`src/core/osc_sel_pkg.sv`:
```
// Purpose: Shared constants and types for the oscillator select and sync control block.
// Assumes: Register indices are word indices; byte address is four times the index.
// Notes:   Reserved fields are not stored and read as zero.
package osc_sel_pkg;

  // Register word indices and their byte addresses.
  localparam logic [11:0] IDX_SYNC_CTRL  = 12'h300;
  localparam logic [11:0] IDX_SW_SELECT  = 12'h301;
  localparam logic [11:0] IDX_BANK_CFG   = 12'h303;
  localparam logic [11:0] IDX_ENABLE     = 12'h308;
  localparam logic [11:0] IDX_SW_SYNC    = 12'h310;
  localparam logic [11:0] IDX_STATUS     = 12'h312;
  localparam logic [13:0] ADDR_SYNC_CTRL = {IDX_SYNC_CTRL, 2'h0};
  localparam logic [13:0] ADDR_SW_SELECT = {IDX_SW_SELECT, 2'h0};
  localparam logic [13:0] ADDR_BANK_CFG  = {IDX_BANK_CFG, 2'h0};
  localparam logic [13:0] ADDR_ENABLE    = {IDX_ENABLE, 2'h0};
  localparam logic [13:0] ADDR_SW_SYNC   = {IDX_SW_SYNC, 2'h0};
  localparam logic [13:0] ADDR_STATUS    = {IDX_STATUS, 2'h0};

  // Field positions.
  localparam int SRC_B_BIT     = 5;
  localparam int SRC_A_BIT     = 4;
  localparam int PHASE_SRC_LSB = 0;
  localparam int SEL_B_LSB     = 8;
  localparam int SEL_A_LSB     = 0;
  localparam int SEL_W         = 5;
  localparam int ENABLE_BIT    = 0;
  localparam int SW_SYNC_BIT   = 0;
  localparam int STAT_A_LSB    = 0;
  localparam int STAT_B_LSB    = 8;
  localparam int STAT_ARM_BIT  = 16;

  // Reset values.
  localparam logic [7:0]  RST_SYNC_CTRL = 8'h00;
  localparam logic [15:0] RST_SW_SELECT = 16'h0000;
  localparam logic [1:0]  RST_BANK_CFG  = 2'h0;
  localparam logic        RST_ENABLE    = 1'b0;
  localparam logic        RST_SW_SYNC   = 1'b0;
  localparam logic [4:0]  RST_ACC_SEL   = 5'h00;

  // Phase reset source encodings.
  localparam logic [1:0] PHASE_IMMEDIATE = 2'h0;
  localparam logic [1:0] PHASE_SYSREF    = 2'h1;
  localparam logic [1:0] PHASE_TRIGGER   = 2'h2;

  // Bank select mode encodings.
  localparam logic [1:0] BANK_SPLIT  = 2'h0;
  localparam logic [1:0] BANK_SHARED = 2'h1;
  localparam logic [1:0] BANK_STEER  = 2'h2;

  typedef enum logic [2:0] {
    SYNC_IDLE        = 3'b001,
    SYNC_WAIT_SYSREF = 3'b010,
    SYNC_WAIT_TRIG   = 3'b100
  } sync_state_t;

endpackage

```
`src/core/edge_sync.sv`:
```
// Purpose: Two-flop synchroniser with rising edge detection for a group of pins.
// Assumes: Inputs are asynchronous to hclk.
// Notes:   The edge compares the second stage with a third copy, never the first stage.
`timescale 1ns/1ps
module edge_sync #(
  parameter int W = 1
) (
  // Clock and reset
  input  wire logic         hclk,
  input  wire logic         hresetn,
  // Pins and synchronised results
  input  wire logic [W-1:0] pin,
  output logic      [W-1:0] level,
  output logic      [W-1:0] rise
);

  logic [W-1:0] meta_ff;
  logic [W-1:0] level_ff;
  logic [W-1:0] prev_ff;

  always_ff @(posedge hclk or negedge hresetn)
  begin
    if (!hresetn)
    begin
      meta_ff  <= '0;
      level_ff <= '0;
      prev_ff  <= '0;
    end
    else
    begin
      meta_ff  <= pin;
      level_ff <= meta_ff;
      prev_ff  <= level_ff;
    end
  end

  assign level = level_ff;
  assign rise  = level_ff & ~prev_ff;

endmodule // edge_sync

```
`src/core/oscillator_select_sync_ctrl.sv`:
```
// Purpose: Chooses the accumulator of oscillators A and B and times their accumulator reset.
// Assumes: AHB-Lite single word transfers; external select pins are asynchronous.
// Notes:   Zero wait states; unmapped reads inside the map return zero, reads above it keep the last read data; unmapped writes are dropped.
//
// Overview of operation
// Source 0 for B: B follows software index field.
// Source 1 for B: B taken from external index and bank on strobe rise.
// Source 0 for A: A follows software index field.
// Source 1 for A: A taken from external index and bank on strobe rise.
// External driver changes index and bank together with the strobe.
// Phase source 0: sync pulse resets both accumulators at once.
// Phase source 1: sync pulse arms reset for next SYSREF rising edge.
// Phase source 2: arm reset for next strobe rise with bank high; 3 reserved.
// B software index is bits 12 to 8, top bit picks bank.
// A software index is bits 4 to 0, top bit picks bank.
// Bank mode 0: sampled index selects within each channel's own bank.
// Bank mode 1: both take same accumulator, bank pin is top bit.
// Bank mode 2: strobe updates only oscillator named by bank pin; 3 reserved.
// Enable bit 0 runs oscillators; cleared holds all oscillator logic in reset.
// Software sets enable only after configuration and with datapath enabled.
// Software changes sync and select source only while disabled.
// Software changes bank mode only while disabled.
// One SYSREF edge cannot both align FIFO and reset accumulators.
// Writing one over a zero fires sync; reads return last written value.
// Strobe and SYSREF edges found by comparing successive synchronised samples.
//
// Implementation choice: the AHB-Lite interface to the registers.
`timescale 1ns/1ps
module oscillator_select_sync_ctrl
  import osc_sel_pkg::*;
(
  // Clock and reset
  input  wire logic        hclk,
  input  wire logic        hresetn,
  // AHB-Lite slave
  input  wire logic        hsel,
  input  wire logic [31:0] haddr,
  input  wire logic [1:0]  htrans,
  input  wire logic        hwrite,
  input  wire logic [2:0]  hsize,
  input  wire logic [31:0] hwdata,
  input  wire logic        hready,
  output logic             hreadyout,
  output logic             hresp,
  output logic      [31:0] hrdata,
  // External select pins
  input  wire logic [3:0]  ext_select_index,
  input  wire logic        ext_bank_select,
  input  wire logic        ext_select_strobe,
  input  wire logic        sysref,
  // Oscillator control
  output logic      [4:0]  osc_a_acc_sel,
  output logic      [4:0]  osc_b_acc_sel,
  output logic             acc_reset
);

  logic [7:0]  sync_ctrl_ff;
  logic [15:0] sw_select_ff;
  logic [1:0]  bank_cfg_ff;
  logic        enable_ff;
  logic        sw_sync_ff;
  logic        wr_pend_ff;
  logic [13:0] wr_addr_ff;
  logic [31:0] hrdata_ff;
  logic        sync_fire_ff;
  logic [4:0]  a_sel_ff;
  logic [4:0]  b_sel_ff;
  logic        acc_reset_ff;
  sync_state_t sync_state_ff;
  logic [3:0]  idx_s;
  logic        bank_s;
  logic        strobe_rise;
  logic        strobe_lvl;
  logic [4:0]  pin_rise;
  logic        sysref_rise;
  logic        addr_ok;
  logic        src_a;
  logic        src_b;
  logic [1:0]  phase_src;

  assign src_a     = sync_ctrl_ff[SRC_A_BIT];
  assign src_b     = sync_ctrl_ff[SRC_B_BIT];
  assign phase_src = sync_ctrl_ff[PHASE_SRC_LSB +: 2];
  // Decode covers the whole address so aliases above the map stay unmapped.
  assign addr_ok   = hsel && htrans[1] && hready && (haddr[31:14] == 18'h00000);

  // Index, bank and strobe share one synchroniser so they stay aligned in time.
  edge_sync #(.W(6)) u_sel_sync (
    .hclk    (hclk),
    .hresetn (hresetn),
    .pin     ({ext_select_strobe, ext_bank_select, ext_select_index}),
    .level   ({strobe_lvl, bank_s, idx_s}),
    .rise    ({strobe_rise, pin_rise})
  );

  edge_sync #(.W(1)) u_sysref_sync (
    .hclk    (hclk),
    .hresetn (hresetn),
    .pin     (sysref),
    .level   (),
    .rise    (sysref_rise)
  );

  function automatic logic [31:0] read_value(input logic [13:0] a);
    logic [31:0] v;
    v = 32'h0000_0000;
    if (a == ADDR_SYNC_CTRL)
      v[7:0] = sync_ctrl_ff;
    else if (a == ADDR_SW_SELECT)
      v[15:0] = sw_select_ff;
    else if (a == ADDR_BANK_CFG)
      v[1:0] = bank_cfg_ff;
    else if (a == ADDR_ENABLE)
      v[ENABLE_BIT] = enable_ff;
    else if (a == ADDR_SW_SYNC)
      v[SW_SYNC_BIT] = sw_sync_ff;
    else if (a == ADDR_STATUS)
    begin
      v[STAT_A_LSB +: SEL_W] = a_sel_ff;
      v[STAT_B_LSB +: SEL_W] = b_sel_ff;
      v[STAT_ARM_BIT]        = (sync_state_ff != SYNC_IDLE);
    end
    return v;
  endfunction

  // Bus phase tracking and read data, captured in the address phase.
  always_ff @(posedge hclk or negedge hresetn)
  begin
    if (!hresetn)
    begin
      wr_pend_ff <= 1'b0;
      wr_addr_ff <= 14'h0000;
      hrdata_ff  <= 32'h0000_0000;
    end
    else
    begin
      wr_pend_ff <= addr_ok && hwrite;
      if (addr_ok)
        wr_addr_ff <= {haddr[13:2], 2'h0};
      if (addr_ok && !hwrite)
        hrdata_ff <= read_value({haddr[13:2], 2'h0});
    end
  end

  // Register writes land at the end of the data phase.
  always_ff @(posedge hclk or negedge hresetn)
  begin
    if (!hresetn)
    begin
      sync_ctrl_ff <= RST_SYNC_CTRL;
      sw_select_ff <= RST_SW_SELECT;
      bank_cfg_ff  <= RST_BANK_CFG;
      enable_ff    <= RST_ENABLE;
      sw_sync_ff   <= RST_SW_SYNC;
      sync_fire_ff <= 1'b0;
    end
    else
    begin
      sync_fire_ff <= 1'b0;
      if (wr_pend_ff)
      begin
        if (wr_addr_ff == ADDR_SYNC_CTRL)
        begin
          sync_ctrl_ff <= 8'h00;
          sync_ctrl_ff[SRC_B_BIT] <= hwdata[SRC_B_BIT];
          sync_ctrl_ff[SRC_A_BIT] <= hwdata[SRC_A_BIT];
          sync_ctrl_ff[PHASE_SRC_LSB +: 2] <= hwdata[PHASE_SRC_LSB +: 2];
        end
        else if (wr_addr_ff == ADDR_SW_SELECT)
        begin
          sw_select_ff <= 16'h0000;
          sw_select_ff[SEL_B_LSB +: SEL_W] <= hwdata[SEL_B_LSB +: SEL_W];
          sw_select_ff[SEL_A_LSB +: SEL_W] <= hwdata[SEL_A_LSB +: SEL_W];
        end
        else if (wr_addr_ff == ADDR_BANK_CFG)
          bank_cfg_ff <= hwdata[1:0];
        else if (wr_addr_ff == ADDR_ENABLE)
          enable_ff <= hwdata[ENABLE_BIT];
        else if (wr_addr_ff == ADDR_SW_SYNC)
        begin
          sw_sync_ff   <= hwdata[SW_SYNC_BIT];
          sync_fire_ff <= hwdata[SW_SYNC_BIT] && !sw_sync_ff;
        end
      end
    end
  end

  // Accumulator selection for oscillator A.
  always_ff @(posedge hclk or negedge hresetn)
  begin
    if (!hresetn)
      a_sel_ff <= RST_ACC_SEL;
    else if (!enable_ff)
      a_sel_ff <= RST_ACC_SEL;
    else if (!src_a)
      a_sel_ff <= sw_select_ff[SEL_A_LSB +: SEL_W];
    else if (strobe_rise)
    begin
      if (bank_cfg_ff == BANK_SPLIT)
        a_sel_ff <= {1'b0, idx_s};
      else if (bank_cfg_ff == BANK_SHARED)
        a_sel_ff <= {bank_s, idx_s};
      else if (bank_cfg_ff == BANK_STEER && !bank_s)
        a_sel_ff <= {1'b0, idx_s};
    end
  end

  // Accumulator selection for oscillator B.
  always_ff @(posedge hclk or negedge hresetn)
  begin
    if (!hresetn)
      b_sel_ff <= RST_ACC_SEL;
    else if (!enable_ff)
      b_sel_ff <= RST_ACC_SEL;
    else if (!src_b)
      b_sel_ff <= sw_select_ff[SEL_B_LSB +: SEL_W];
    else if (strobe_rise)
    begin
      if (bank_cfg_ff == BANK_SPLIT)
        b_sel_ff <= {1'b1, idx_s};
      else if (bank_cfg_ff == BANK_SHARED)
        b_sel_ff <= {bank_s, idx_s};
      else if (bank_cfg_ff == BANK_STEER && bank_s)
        b_sel_ff <= {1'b1, idx_s};
    end
  end

  // Sync arming. A new pulse re-arms, so an edge in the same cycle is not used.
  always_ff @(posedge hclk or negedge hresetn)
  begin
    if (!hresetn)
    begin
      sync_state_ff <= SYNC_IDLE;
      acc_reset_ff  <= 1'b1;
    end
    else if (!enable_ff)
    begin
      sync_state_ff <= SYNC_IDLE;
      acc_reset_ff  <= 1'b1;
    end
    else
    begin
      acc_reset_ff <= 1'b0;
      if (sync_fire_ff)
      begin
        if (phase_src == PHASE_IMMEDIATE)
          acc_reset_ff <= 1'b1;
        else if (phase_src == PHASE_SYSREF)
          sync_state_ff <= SYNC_WAIT_SYSREF;
        else if (phase_src == PHASE_TRIGGER)
          sync_state_ff <= SYNC_WAIT_TRIG;
      end
      else
      begin
        case (sync_state_ff)
          SYNC_WAIT_SYSREF:
            if (sysref_rise)
            begin
              acc_reset_ff  <= 1'b1;
              sync_state_ff <= SYNC_IDLE;
            end
          SYNC_WAIT_TRIG:
            if (strobe_rise && bank_s)
            begin
              acc_reset_ff  <= 1'b1;
              sync_state_ff <= SYNC_IDLE;
            end
          default:
            sync_state_ff <= SYNC_IDLE;
        endcase
      end
    end
  end

  assign hreadyout     = 1'b1;
  assign hresp         = 1'b0;
  assign hrdata        = hrdata_ff;
  assign osc_a_acc_sel = a_sel_ff;
  assign osc_b_acc_sel = b_sel_ff;
  assign acc_reset     = acc_reset_ff;

  sw_follow_a: assert property (@(posedge hclk) disable iff (!hresetn)
    enable_ff && $past(enable_ff) && !src_a && $stable(sw_select_ff)
    |-> a_sel_ff == sw_select_ff[SEL_A_LSB +: SEL_W])
    else $error("A does not follow software index");
  b_sw_follow_a: assert property (@(posedge hclk) disable iff (!hresetn)
    enable_ff && $past(enable_ff) && !src_b && $stable(sw_select_ff)
    |-> b_sel_ff == sw_select_ff[SEL_B_LSB +: SEL_W])
    else $error("B does not follow software index");

  shared_bank_a: assert property (@(posedge hclk) disable iff (!hresetn)
    enable_ff && src_a && src_b && bank_cfg_ff == BANK_SHARED && strobe_rise
    |=> a_sel_ff == {$past(bank_s), $past(idx_s)} && b_sel_ff == a_sel_ff)
    else $error("Shared bank selection wrong");

  split_bank_a: assert property (@(posedge hclk) disable iff (!hresetn)
    enable_ff && src_b && bank_cfg_ff == BANK_SPLIT && strobe_rise
    |=> b_sel_ff == {1'b1, $past(idx_s)})
    else $error("Split bank selection wrong");

  steer_hold_a: assert property (@(posedge hclk) disable iff (!hresetn)
    enable_ff && src_a && bank_cfg_ff == BANK_STEER && strobe_rise && bank_s
    |=> $stable(a_sel_ff))
    else $error("Steered strobe changed the other oscillator");

  no_strobe_a: assert property (@(posedge hclk) disable iff (!hresetn)
    enable_ff && src_a && !strobe_rise ##1 enable_ff && src_a |-> $stable(a_sel_ff))
    else $error("External selection changed without a strobe");

  immediate_rst_a: assert property (@(posedge hclk) disable iff (!hresetn)
    enable_ff && sync_fire_ff && phase_src == PHASE_IMMEDIATE
    |=> acc_reset_ff ##1 !acc_reset_ff || !enable_ff)
    else $error("Immediate sync did not pulse reset");

  sysref_wait_a: assert property (@(posedge hclk) disable iff (!hresetn)
    enable_ff && sync_state_ff == SYNC_WAIT_SYSREF && !sync_fire_ff
    |=> (acc_reset_ff == $past(sysref_rise)) || !enable_ff)
    else $error("Armed reset not tied to SYSREF edge");

  trig_wait_a: assert property (@(posedge hclk) disable iff (!hresetn)
    enable_ff && sync_state_ff == SYNC_WAIT_TRIG && !sync_fire_ff
    |=> (acc_reset_ff == $past(strobe_rise && bank_s)) || !enable_ff)
    else $error("Armed reset not tied to strobe with bank high");

  disable_hold_a: assert property (@(posedge hclk) disable iff (!hresetn)
    !enable_ff |=> acc_reset_ff && a_sel_ff == RST_ACC_SEL && b_sel_ff == RST_ACC_SEL
    && sync_state_ff == SYNC_IDLE)
    else $error("Disabled oscillator logic not held in reset");

  repeat_sync_a: assert property (@(posedge hclk) disable iff (!hresetn)
    wr_pend_ff && wr_addr_ff == ADDR_SW_SYNC && sw_sync_ff |=> !sync_fire_ff)
    else $error("Writing one over one fired a sync");
  ahb_okay_a: assert property (@(posedge hclk) disable iff (!hresetn)
    hreadyout && !hresp)
    else $error("Slave inserted wait or error");

  sysref_rst_c: cover property (@(posedge hclk) disable iff (!hresetn)
    sync_state_ff == SYNC_WAIT_SYSREF ##1 acc_reset_ff && enable_ff);
  trig_rst_c: cover property (@(posedge hclk) disable iff (!hresetn)
    sync_state_ff == SYNC_WAIT_TRIG ##1 acc_reset_ff && enable_ff);
  shared_sel_c: cover property (@(posedge hclk) disable iff (!hresetn)
    enable_ff && src_a && bank_cfg_ff == BANK_SHARED && strobe_rise && bank_s);

endmodule // oscillator_select_sync_ctrl

```
`config.mk`:
```
export PLATFORM = sky130hd
export DESIGN_NAME = oscillator_select_sync_ctrl
export DESIGN_NICKNAME = d
export VERILOG_FILES = /design/src/core/osc_sel_pkg.sv /design/src/core/edge_sync.sv /design/src/core/oscillator_select_sync_ctrl.sv
export SDC_FILE = /design/constraint.sdc
export NUM_CORES = 1
export LEC_CHECK = 0
export ABC_AREA = 1
export BUFFER_PORTS_ARGS = -buffer_cell sky130_fd_sc_hd__buf_2
export CORE_UTILIZATION = 52
export CTS_BUF_LIST = sky130_fd_sc_hd__clkbuf_2
export DETAILED_ROUTE_END_ITERATION = 8
export GPL_TIMING_DRIVEN = 0
export PLACE_DENSITY = 0.79
export SKIP_LAST_GASP = 1
export SYNTH_ARGS = -nofsm -noshare
export SYNTH_HDL_FRONTEND = slang
export SYNTH_SLANG_ARGS = --single-unit
```
`constraint.sdc`:
```
create_clock -name hclk -period 1.7 [get_ports hclk]
set_input_delay 0.425 -clock hclk [delete_from_list [all_inputs] [get_ports hclk]]
set_output_delay 0.425 -clock hclk [all_outputs]
set_load 0.05 [all_outputs]
```
# After elaboration in Yosys (flattened, before gate mapping)
# Index checks and enable logic that the tools add are counted.
# W data, S select, Z words.
dict set report classes {
  n_eq_ne 26
  n_mux 52
  bitwise 8
  reduce_logical 23
}
# operator count
set op_table {}
lappend op_table {{$eq A12 B10 Y1 const B} 11}
lappend op_table {{$mux W5} 19}
lappend op_table {{$mux W3} 8}
lappend op_table {{$logic_not A18 Y1} 1}
lappend op_table {{$mux W1} 18}
lappend op_table {{$ne A5 B2 Y1 const B} 2}
lappend op_table {{$logic_and A1 B1 Y1} 9}
lappend op_table {{$mux W9} 1}
lappend op_table {{$mux W4} 2}
lappend op_table {{$ne A4 B4 Y1 const B} 2}
lappend op_table {{$reduce_and A4 Y1} 2}
lappend op_table {{$and A6 B6 Y6} 1}
lappend op_table {{$mux W6} 1}
lappend op_table {{$ne A3 B2 Y1 const B} 2}
lappend op_table {{$not A6 Y6} 1}
lappend op_table {{$pmux W3 S2} 1}
lappend op_table {{$reduce_and A2 Y1} 3}
lappend op_table {{$reduce_and A6 Y1} 1}
lappend op_table {{$not A1 Y1} 5}
lappend op_table {{$reduce_and A5 Y1} 1}
lappend op_table {{$eq A2 B1 Y1 const B} 2}
lappend op_table {{$eq A2 B2 Y1 const B} 2}
lappend op_table {{$logic_not A2 Y1} 2}
lappend op_table {{$ne A4 B2 Y1 const B} 1}
lappend op_table {{9 further kinds} 11}
dict set report word_totals {
  reg_bits 84
}

# Logic depth before layout (Yosys ltp)
# Gate-level depths: netlist (run 1).
dict set report logic_depth {
  depth_word 8
  depth_mapped 10
  mapped_depth_nobuf 10
}

# By module
# Synthesis (run 1) repeated with hierarchy kept, for this count alone.
dict set report unflattened {
  hier_cells 476
  area_unflattened_um2 3897.5
}
# mod n_inst cells_each area_per_inst_um2 seq_area_each_um2
set by_module_without_submodules {}
lappend by_module_without_submodules {oscillator_select_sync_ctrl 1 441 3301.9 1453.9}
lappend by_module_without_submodules {{edge_sync at u_sel_sync} 1 30 510.5 450.4}
lappend by_module_without_submodules {{edge_sync at u_sysref_sync} 1 5 85.1 75.1}

# Worst setup path after synthesis (run 1)
# Ideal clock, no wire load.
dict set report synth_path {
  path_type {input to register}
  startpoint {input haddr[13]}
  endpoint {register hrdata_ff[1], in the netlist hrdata[1]}
  setup_time_ps 122
  arrival_time_ps 1282
  path_slack_ps 295
  stages 7
  n_path_buf 0
  path_cell_list {nor2_1 > nand2_1 > nor2_2 > nand3_4 > or2_0 > nand3_1 > o21ai_1}
}
dict set report synth_between {
  elab_chain_len 7
  elab_cells_between_ends 12
  cone_classes {eq/ne: 6; mux: 6}
}
# item line_no
set synth_rtl {}
lappend synth_rtl {{from (decl)} oscillator_select_sync_ctrl.sv:37} ;# input wire logic [31:0] haddr,
lappend synth_rtl {{$eq A12 B10 Y1} oscillator_select_sync_ctrl.sv:117} ;# else if (a == ADDR_STATUS)
lappend synth_rtl {{$mux W5} oscillator_select_sync_ctrl.sv:117}
lappend synth_rtl {{$mux W4} oscillator_select_sync_ctrl.sv:115} ;# else if (a == ADDR_SW_SYNC)
lappend synth_rtl {{$mux W4} oscillator_select_sync_ctrl.sv:113} ;# else if (a == ADDR_ENABLE)
lappend synth_rtl {{$mux W2} oscillator_select_sync_ctrl.sv:111} ;# else if (a == ADDR_BANK_CFG)
lappend synth_rtl {{$mux W5} oscillator_select_sync_ctrl.sv:109} ;# else if (a == ADDR_SW_SELECT)
lappend synth_rtl {{$mux W6 (*)} oscillator_select_sync_ctrl.sv:107} ;# if (a == ADDR_SYNC_CTRL)
lappend synth_rtl {{to (signal assigned)} oscillator_select_sync_ctrl.sv:141} ;# hrdata_ff <= read_value({haddr[13:2], 2'h0});
lappend synth_rtl {{to (decl)} oscillator_select_sync_ctrl.sv:64} ;# logic [31:0] hrdata_ff;
# Mark *: on every way between the ends. The rest lies on a longest branch, timed or not.
# A chain may end at the register's enable or synchronous reset.

# Final worst setup path (run 1)
dict set report layout_path {
  startpoint {register acc_reset_ff, in the netlist acc_reset}
  endpoint {output acc_reset}
}
# item line_no
set layout_rtl {}
lappend layout_rtl {{from (decl)} oscillator_select_sync_ctrl.sv:68} ;# logic acc_reset_ff;
lappend layout_rtl {{from (signal assigned)} oscillator_select_sync_ctrl.sv:234} ;# acc_reset_ff <= 1'b1;
lappend layout_rtl {{from (signal assigned)} oscillator_select_sync_ctrl.sv:239} ;# acc_reset_ff <= 1'b1;
lappend layout_rtl {{from (signal assigned)} oscillator_select_sync_ctrl.sv:243} ;# acc_reset_ff <= 1'b0;
lappend layout_rtl {{to (decl)} oscillator_select_sync_ctrl.sv:54} ;# output logic acc_reset
# No word-level cell between the ends.

==> flow_metrics.py, run 1 <==
metrics = {
    "status": {
        "status": "finished clean",
    },
    "clock_network": {
        "cts_tree": "done",
        "clk_pin_slew_ns": 0.24,
        "cts-buffers-inserted": 9,
        "postCtsSetupRepairBufs": 0,
        "clock-sinks": 74,
        "clockBufferDepth": 2,
        "cts_root_buf": "clkbuf_2",
        "htreeDepth": 3,
        "clkLatencyLatePin_ns": 0.56,
    },
    "drt": {
        "wire_per_inst_um": 12.5,
        "vias_per_cell": 4.92,
        "drtAntennaViolNets": 0,
        "drt_iter0_markers": 255,
        "via_count": 3268,
        "drcViolationCount": 0,
        "wl_um": 8270,
        "first_pass_iters": 5,
    },
    "synth": {
        "yosysWarnings": 0,
        "ys_seq_area_frac": 0.490,
        "synth_cell_types": 39,
        "synth_flop_cell": "dfrtp_1",
        "syn_avg_cell_area_um2": 8.44,
        "synthCells": 448,
        "synth_enable_flop_cells": 0,
        "synth_area_um2": 3780,
        "async_flop_share": 1.00,
        "ys_ff_latch": 74,
    },
    "sta": {
        "finClkSkew_ns": 0.0441,
        "fmax_mhz": 596,
        "setup-tns-final_ns": 0,
        "setup_ws_ns": 0.0215,
        "hold_viol_final": 0,
        "setup_viol": 0,
        "relSlewSlack": 0.406,
        "fin_crit_ns": 1.68,
        "rsz0062_at_grt": "true",
        "drv_slew": 0,
        "whs_ns": 0.0704,
        "worst_pin_slew_ns": 0.890,
        "period_share": 0.987,
    },
    "setup_path": {
        "crit_fanout": 1,
        "max_stage_delay_ns": 0.58,
        "cp.required_ns": 1.27,
        "reg2regPathDepth": 6,
        "crit_arrival_ns": 1.25,
        "cp_slowest_cell": "dfstp_2",
        "worst_setup_path_start_kind": "flip-flop",
        "critPathBufInv": 1,
        "crit_type": "reg -> out",
        "endpoint_kind": "output port",
        "path_cells": "buf_8",
        "crit_family": "flip-flops",
        "worst-path-stages": 1,
    },
    "floorplan": {
        "die-area_um2": 7620,
        "core_area_um2": 6910,
        "ios": 126,
        "start_util": 0.548,
        "row_count": 30,
        "die_w_um": 87.3,
        "dieHeight_um": 87.3,
    },
    "placed_design": {
        "numPortBuffers": 76,
        "place_area_um2": 4360,
        "post-dp-hpwl_um": 6200,
        "pre_cts_ws_ns": -0.130,
        "globalplace.congestion": 0.871,
    },
    "grt": {
        "grt_pass1_wl_um": 13600,
        "gr-total-overflow": 0,
        "grt_max_degree": 75,
        "grt_pass1_vias": 2951,
        "grt_usage": 0.238,
        "antenna_found_initial": 0,
    },
    "cells_and_area": {
        "layout-drive-gt1-share": 0.273,
        "fillers": 602,
        "fin_nets": 646,
        "stdcell_area_um2": 4660,
        "antenna_cells": 0,
        "areaGrowthSynthToFinish_pct": 23.2,
    },
    "flow_run": {
        "maxCapViolations": 0,
    },
    "power": {
        "cellPowerDensity_nw_per_um2": 770,
        "p_leak_nw": 2.47,
        "finalPower_w": 0.00359,
        "vdd_drop_max_mv": 0.432,
    },
    "hold_path": {
        "worstHoldPathType": "in -> reg",
        "holdPathStages": 3,
    },
}
## metrics by stage
step           instances  utilization
2_1_floorplan        468            -
3_3_place_gp         640        0.631
3_5_place_dp         640        0.631
4_1_cts              664        0.672
5_1_grt              664        0.674
6_report             664        0.674
## power by group
part	switching, W	internal (W)	leakage, nW
sequential	0.0000126	0.00179	0.911
combinational	0.000233	0.000115	1.45
clock	0.000643	0.000795	0.107
## layout by cell type, fill, tap and decap left out, types with 2 or more instances in the layout
cell type,count
nor2_1,53
nand4_2,2
o21ai_2,3
nand4_1,13
nand3b_1,3
or2_2,2
nand3_2,2
nand2_1,84
dfstp_2,2
nand3_1,19
o31ai_1,2
inv_1,68
a21oi_1,12
o21ai_0,22
nor2_4,4
o22ai_1,7
buf_4,25
buf_2,69
dlygate4sd3_1,8
bufinv_16,4
clkbuf_2,10
ha_1,2
dfrtp_1,72
o21ai_1,7
conb_1,22
nor3_1,6
nor2_2,6
mux2_2,4
a21oi_2,6
clkbuf_4,6
o2111ai_1,5
o211ai_1,4
## kinds of logic (layout without fill, tap and decap cells)
kind of cell	after synthesis	count (layout)	share of synthesized area
simple gates	200	200	0.250
flops	74	74	0.490
other cells	2	22	0.00199
compound gates	70	70	0.116
fa+ha+maj	2	2	0.00661
buf+inv	96	196	0.122
mux	4	4	0.0119
## timing repair
item	4_1_cts	5_1_grt
gates resized for setup	4	8
setup endpoints to repair	2	8
hold buffers	8	0
endpoints found under the hold margin	32	0
## sequential cells by signal, indices dropped and copies added, names as in the netlist, 3 cells and up
signal	cells
u_sel_sync.level	6
wr_addr_ff	12
osc_a_acc_sel	5
osc_b_acc_sel	5
sync_ctrl_ff	4
sync_state_ff	3
hrdata	12
u_sel_sync.meta_ff	6
sw_select_ff	10
## final cells by class
type                            instances  area, µm²  share of cell area
Buffer                                 26        200              0.0430
Inverter                               70        263              0.0564
Timing Repair Buffer                   84        493               0.106
Sequential cell                        74       1850               0.398
Multi-Input combinational cell        298       1540               0.331
Clock inverter                          6        138              0.0295
Tap cell                               96        120              0.0258
Clock buffer                           10       50.0              0.0107
## routing by layer
metal  share of wire  up-vias  global-route usage
met3           0.053       16              0.0379
met4           0.021        0               0.115
li1                -     1641                   -
met5               0        -                   0
met1            0.46     1501               0.330
met2            0.47      110               0.366
## final timing paths
kind,startpoint,end,slack [ns]
min in group asynchronous,hresetn,hrdata[11],0.48
max in group asynchronous,hresetn,wr_addr_ff[7],0.59
setup / recovery,acc_reset,acc_reset,0.02
hold / removal,hwdata[11],sw_select_ff[11],0.07
hold reg to reg,u_sysref_sync.meta_ff,u_sysref_sync.level,0.38
setup reg to reg,wr_addr_ff[13],sync_ctrl_ff[5],0.17
## cell usage after synthesis, types with 2 or more instances
master	count	area [µm²]
nand2_1	84	315
o2111ai_1	5	43.8
conb_1	2	7.51
inv_1	68	255
dfrtp_1	72	1800
o22ai_1	7	43.8
a21oi_1	12	60.1
nor2_2	6	37.5
o21ai_2	3	26.3
or2_2	2	12.5
ha_1	2	25.0
o31ai_1	2	15.0
nand4_1	13	81.3
o211ai_1	4	30.0
o21ai_0	22	110
nor2_4	4	45.0
nand3_2	2	20.0
a21oi_2	6	52.6
mux2_2	4	45.0
nor2_1	53	199
o21ai_1	7	35.0
buf_4	22	165
nand3b_1	3	22.5
dfstp_2	2	52.6
nand4_2	2	25.0
buf_2	3	15.0
nor3_1	6	30.0
nand3_1	19	95.1
No activity file was read; power rests on OpenSTA's default activity.
==> run 2, diff against run 1 <==
- ABC_AREA: 1 -> not set
- CAP_MARGIN: not set -> 5
- CORE_UTILIZATION: 52 -> 51
==> flow_metrics.py, run 2 <==
metrics = {
    "grt": {
        "grt_usage": 0.214,
        "grt_pass1_vias": 2548,
        "grt_max_degree": 75,
        "use_met2": 0.321,
        "antenna_found_initial": 0,
        "gr-total-overflow": 0,
        "grt_pass1_wl_um": 11900,
        "globalRoute.busiestLayer": "met2",
        "use_met3": 0.0438,
        "use_met1": 0.294,
    },
    "floorplan": {
        "die_w_um": 85.1,
        "dieHeight_um": 85.1,
        "core_area_um2": 6490,
        "die-area_um2": 7240,
        "ios": 126,
        "row_count": 29,
        "start_util": 0.542,
    },
    "synth": {
        "synthCells": 302,
        "yosysTopAreaCell": "dfrtp_1",
        "synth_enable_flop_cells": 0,
        "ys_top_cells_by_area": "dfrtp_1 51%, mux2_2 17%, buf_4 4.7%, a22oi_1 1.9%, nand2_1 1.9%",
        "ys_ff_latch": 74,
        "synth_cell_types": 43,
        "synth.most_common_cell": "dfrtp_1",
        "yosysWarnings": 0,
        "yosys.area.top_type_share": 0.512,
        "synth_common_cells": "72 x dfrtp_1, 52 x mux2_2, 22 x buf_4, 18 x nand2_1, 16 x nor2_1",
        "syn_avg_cell_area_um2": 11.7,
        "async_flop_share": 1.00,
        "ys_seq_area_frac": 0.527,
        "synth_area_um2": 3520,
        "synth_flop_cell": "dfrtp_1",
    },
    "sta": {
        "worst_pin_slew_ns": 0.923,
        "relSlewSlack": 0.384,
        "setup_viol": 16,
        "hold_viol_final": 0,
        "drv_slew": 0,
        "fmax_mhz": 555,
        "rsz0062_at_grt": "true",
        "fin_crit_ns": 1.80,
        "finClkSkew_ns": 0.0176,
        "setup-tns-final_ns": -1.15,
        "setup_ws_ns": -0.101,
        "period_share": 1.06,
    },
    "cells_and_area": {
        "stdcell_area_um2": 4430,
        "fin_util": 0.682,
        "areaGrowthSynthToFinish_pct": 25.9,
        "layout_commonest_cell": "dfrtp_1",
        "fin_nets": 501,
        "antenna_cells": 0,
        "fillers": 487,
        "final-seq-area_um2": 1850,
        "final_cell_mix": "72 x dfrtp_1, 66 x buf_2, 39 x mux2_2",
        "layout-drive-gt1-share": 0.442,
        "multi_input_area_um2": 1600,
    },
    "clock_network": {
        "htreeDepth": 3,
        "clkLatencyLatePin_ns": 0.52,
        "cts-buffers-inserted": 9,
        "clockBufferDepth": 2,
        "clock-sinks": 74,
        "cts_root_buf": "clkbuf_2",
        "cts_tree": "done",
        "clk_pin_slew_ns": 0.22,
    },
    "power": {
        "internal-power_w": 0.00210,
        "p_clk_frac": 0.291,
        "vdd_drop_max_mv": 0.402,
        "p_seq_frac": 0.601,
        "comb_power_share": 0.108,
        "finalPower_w": 0.00299,
        "swShare": 0.297,
        "cellPowerDensity_nw_per_um2": 676,
        "p_sw_w": 0.000889,
        "p_leak_nw": 2.14,
    },
    "placed_design": {
        "numPortBuffers": 75,
        "post-dp-hpwl_um": 5350,
        "pre_cts_ws_ns": -0.523,
        "globalplace.congestion": 0.803,
        "place_area_um2": 4140,
    },
    "drt": {
        "drt_iter0_markers": 101,
        "drtAntennaViolNets": 0,
        "wire_per_inst_um": 14.9,
        "vias_per_cell": 5.28,
        "drcViolationCount": 0,
        "via_count": 2639,
        "first_pass_iters": 5,
        "wl_um": 7460,
    },
    "hold_path": {
        "worstHoldPathType": "in -> reg",
    },
    "status": {
        "violations": "negative setup slack",
        "status": "finished, violations left",
    },
    "setup_path": {
        "endpoint_kind": "flip-flop",
        "worst_setup_path_start_kind": "flip-flop",
        "r2r_slack_ns": -0.10,
        "cp.required_ns": 2.15,
        "crit_type": "reg -> reg",
        "crit_fanout": 3,
        "crit_family": "simple AND/OR/NAND/NOR gates",
        "cp_slowest_cell": "dfrtp_1",
        "crit_arrival_ns": 2.25,
        "critPathBufInv": 0,
        "path_cells": "nor4bb_4 -> nand4_1 -> or3b_4 -> mux2_2",
        "max_stage_delay_ns": 0.46,
    },
    "flow_run": {
        "maxCapViolations": 0,
    },
}
run 2: cell count changes after synthesis, sizes merged, moves of 9 or more:
cell / change
a22oi: +9
nand3: -21
nand2: -68
inv: -59
nor2: -47
mux2: +48
a21oi: -12
o21ai: -23
nand4: -10
run 2: worst paths after layout:
check | startpoint | endpoint | depth (start not counted)
worst max-delay path | wr_addr_ff[12] | sw_sync_ff | 4
worst min register to register | u_sel_sync.meta_ff[5] | u_sel_sync.level[5] | 0
min in group asynchronous | hresetn | sw_select_ff[8] | 2
worst min-delay path | hwdata[8] | sw_select_ff[8] | 2
max in group asynchronous | hresetn | osc_a_acc_sel[3] | 2
worst max register to register | wr_addr_ff[12] | sw_sync_ff | 4
run 2: cells by family after synthesis:
family                   Yosys count  synth area share
multiplexers                      57             0.181
buffers and inverters             44            0.0739
AO/OA/AOI/OAI                     37            0.0715
other                              2           0.00213
adder cells (fa/ha/maj)            2           0.00711
AND/OR/NAND/NOR                   86             0.138
flip-flops                        74             0.527
run 2: cell type report:
| class | instances | share of cell area |
|---|---|---|
| plain buffers | 33 | 0.0542 |
| clock buffers | 9 | 0.0102 |
| clock inverters | 7 | 0.0116 |
| inverters | 10 | 0.00847 |
| multi-input cells | 204 | 0.360 |
| flip-flops and latches | 74 | 0.418 |
| well taps | 77 | 0.0217 |
| repair buffers | 86 | 0.115 |
run 2: timing repair:
action | in CTS | in global routing
endpoints found under the hold margin | 16 | 0
setup buffers | 2 | 2
pin swaps | 7 | 5
resized for setup | 13 | 17
hold buffers | 8 | 0
endpoints found under the setup margin | 25 | 45
run 2: metal layers:
| metal | wire, µm | vias up |
|---|---|---|
| li1 | - | 1276 |
| met1 | 3310 | 1254 |
| met2 | 3580 | 95 |
| met3 | 381 | 14 |
| met4 | 187 | 0 |
| met5 | 0 | - |
run 2: power groups by stage:
stage / registers (W) / logic, W / clock network [W]
finish: 0.00180 / 0.000322 / 0.000871
global route: 0.00180 / 0.000346 / 0.000959
CTS: 0.00180 / 0.000319 / 0.000885
detailed placement: 0.00183 / 0.000304 / 0
global placement: 0.00183 / 0.000299 / 0
floorplan: 0.00183 / 0.000188 / 0
run 2: per-stage QoR:
stage | hold slack [ns] | std cells
floorplan | 0.129 | 322
global placement | 0.332 | 474
detailed placement | 0.335 | 474
CTS | 0.0749 | 499
global route | 0.0605 | 500
finish | 0.106 | 500
==> run 3, diff against run 2 <==
- GPL_TIMING_DRIVEN: 0 -> not set
- SETUP_SLACK_MARGIN: not set -> 0.05
==> flow_metrics.py, run 3 (synthesis results as in run 2) <==
metrics = {
    "placed_design": {
        "globalplace.congestion": 0.815,
        "pre_cts_ws_ns": -0.345,
        "post-dp-hpwl_um": 5880,
        "numPortBuffers": 76,
    },
    "sta": {
        "worst_pin_slew_ns": 1.02,
        "period_share": 1.09,
        "setup-tns-final_ns": -1.93,
        "relSlewSlack": 0.319,
        "setup_viol": 19,
        "hold_viol_final": 0,
        "finClkSkew_ns": 0.0246,
        "fin_crit_ns": 1.85,
        "setup_ws_ns": -0.154,
        "rsz0062_at_grt": "true",
        "fmax_mhz": 539,
        "drv_slew": 0,
    },
    "drt": {
        "drtAntennaViolNets": 0,
        "drt_iter0_markers": 177,
        "first_pass_iters": 5,
        "vias_per_cell": 5.42,
        "via_count": 2726,
        "wire_per_inst_um": 15.9,
        "wl_um": 8000,
        "drcViolationCount": 0,
    },
    "status": {
        "status": "finished, violations left",
        "violations": "negative setup slack",
    },
    "clock_network": {
        "clock-sinks": 74,
        "clockBufferDepth": 2,
        "clk_pin_slew_ns": 0.19,
        "clkLatencyLatePin_ns": 0.53,
        "cts-buffers-inserted": 9,
        "cts_tree": "done",
        "htreeDepth": 3,
        "cts_root_buf": "clkbuf_2",
    },
    "grt": {
        "grt_pass1_wl_um": 13000,
        "antenna_found_initial": 0,
        "grt_max_degree": 22,
        "grt_usage": 0.236,
        "gr-total-overflow": 0,
        "grt_pass1_vias": 2677,
    },
    "floorplan": {
        "dieHeight_um": 85.1,
        "row_count": 29,
        "ios": 126,
        "die_w_um": 85.1,
        "die-area_um2": 7240,
        "core_area_um2": 6490,
        "start_util": 0.542,
    },
    "power": {
        "swShare": 0.286,
        "internal-power_w": 0.00209,
        "p_leak_nw": 2.17,
        "p_sw_w": 0.000835,
        "cellPowerDensity_nw_per_um2": 646,
        "p_clk_frac": 0.278,
        "comb_power_share": 0.106,
        "vdd_drop_max_mv": 0.403,
        "p_seq_frac": 0.616,
    },
    "setup_path": {
        "crit_arrival_ns": 2.28,
        "cp.required_ns": 2.13,
        "crit_type": "reg -> reg",
        "worst_setup_path_start_kind": "flip-flop",
        "crit_fanout": 10,
        "endpoint_kind": "flip-flop",
    },
    "flow_run": {
        "maxCapViolations": 0,
    },
    "cells_and_area": {
        "areaGrowthSynthToFinish_pct": 28.5,
        "layout_commonest_cell": "dfrtp_1",
        "fin_nets": 504,
        "layout-drive-gt1-share": 0.465,
        "antenna_cells": 0,
        "final_cell_mix": "72 x dfrtp_1, 57 x buf_2, 40 x buf_4",
    },
    "hold_path": {
        "worstHoldPathType": "in -> reg",
    },
}
-- run 3: layout make-up --
class,instances,area [µm²]
fill,457,1970
sequential,74,1850
multi-input combinational,204,1600
timing repair buffer,122,852
tap,77,96.3
clock buffer,11,55.1
inverter,10,37.5
clock inverter,5,31.3
-- run 3: layer usage --
layer	track usage	vias to the layer above	wire length [µm]
met2	0.391	96	4120
met4	0.0971	0	80
li1	-	1269	-
met1	0.307	1350	3380
met3	0.0447	11	413
met5	0	-	0
-- run 3: what timing repair did --
item                       CTS  global route
resized for setup           15            20
buffers inserted             2             7
hold buffers                 7             0
hold endpoints to repair    16             0
setup endpoints to repair   21            39
pin swaps                    3             4
cloned                       0             0
-- run 3: power by group through the flow --
stage / combinational, W / sequential [W] / clock, W
after floorplan: 0.000189 / 0.00183 / 0
after global placement: 0.000289 / 0.00183 / 0
after detailed placement: 0.000296 / 0.00183 / 0
after CTS: 0.000309 / 0.00180 / 0.000820
after global routing: 0.000334 / 0.00180 / 0.000905
final: 0.000309 / 0.00180 / 0.000813
-- run 3: final timing paths --
kind	from	endpoint	slack, ns	depth (start not counted)
max	wr_addr_ff[13]	sw_select_ff[11]	-0.15	5
max in group asynchronous	hresetn	u_sel_sync.meta_ff[3]	0.83	3
min reg2reg	u_sysref_sync.meta_ff	u_sysref_sync.level	0.35	0
min	sysref	u_sysref_sync.meta_ff	0.01	1
max reg2reg	wr_addr_ff[13]	sw_select_ff[11]	-0.15	5
min in group asynchronous	hresetn	u_sel_sync.prev_ff[5]	0.29	2
-- run 3: critical path, stage by stage, from the launching register on --
cell	delay (ns)
dfrtp_1	0.45
nor4bb_4	0.34
and3_4	0.24
and4b_1	0.24
buf_12	0.15
mux2_2	0.34
-- run 3: through the flow --
step	cells	instance area, µm²	hold slack [ns]	total power (W)	utilization
final	503	4520	0.0123	0.00292	0.696
after global routing	503	4520	0.00285	0.00304	0.696
after CTS	496	4420	0.00992	0.00293	0.681
after detailed placement	471	4190	0.336	0.00213	0.645
after global placement	471	4190	0.333	0.00212	0.645
after floorplan	322	3680	0.129	0.00201	-
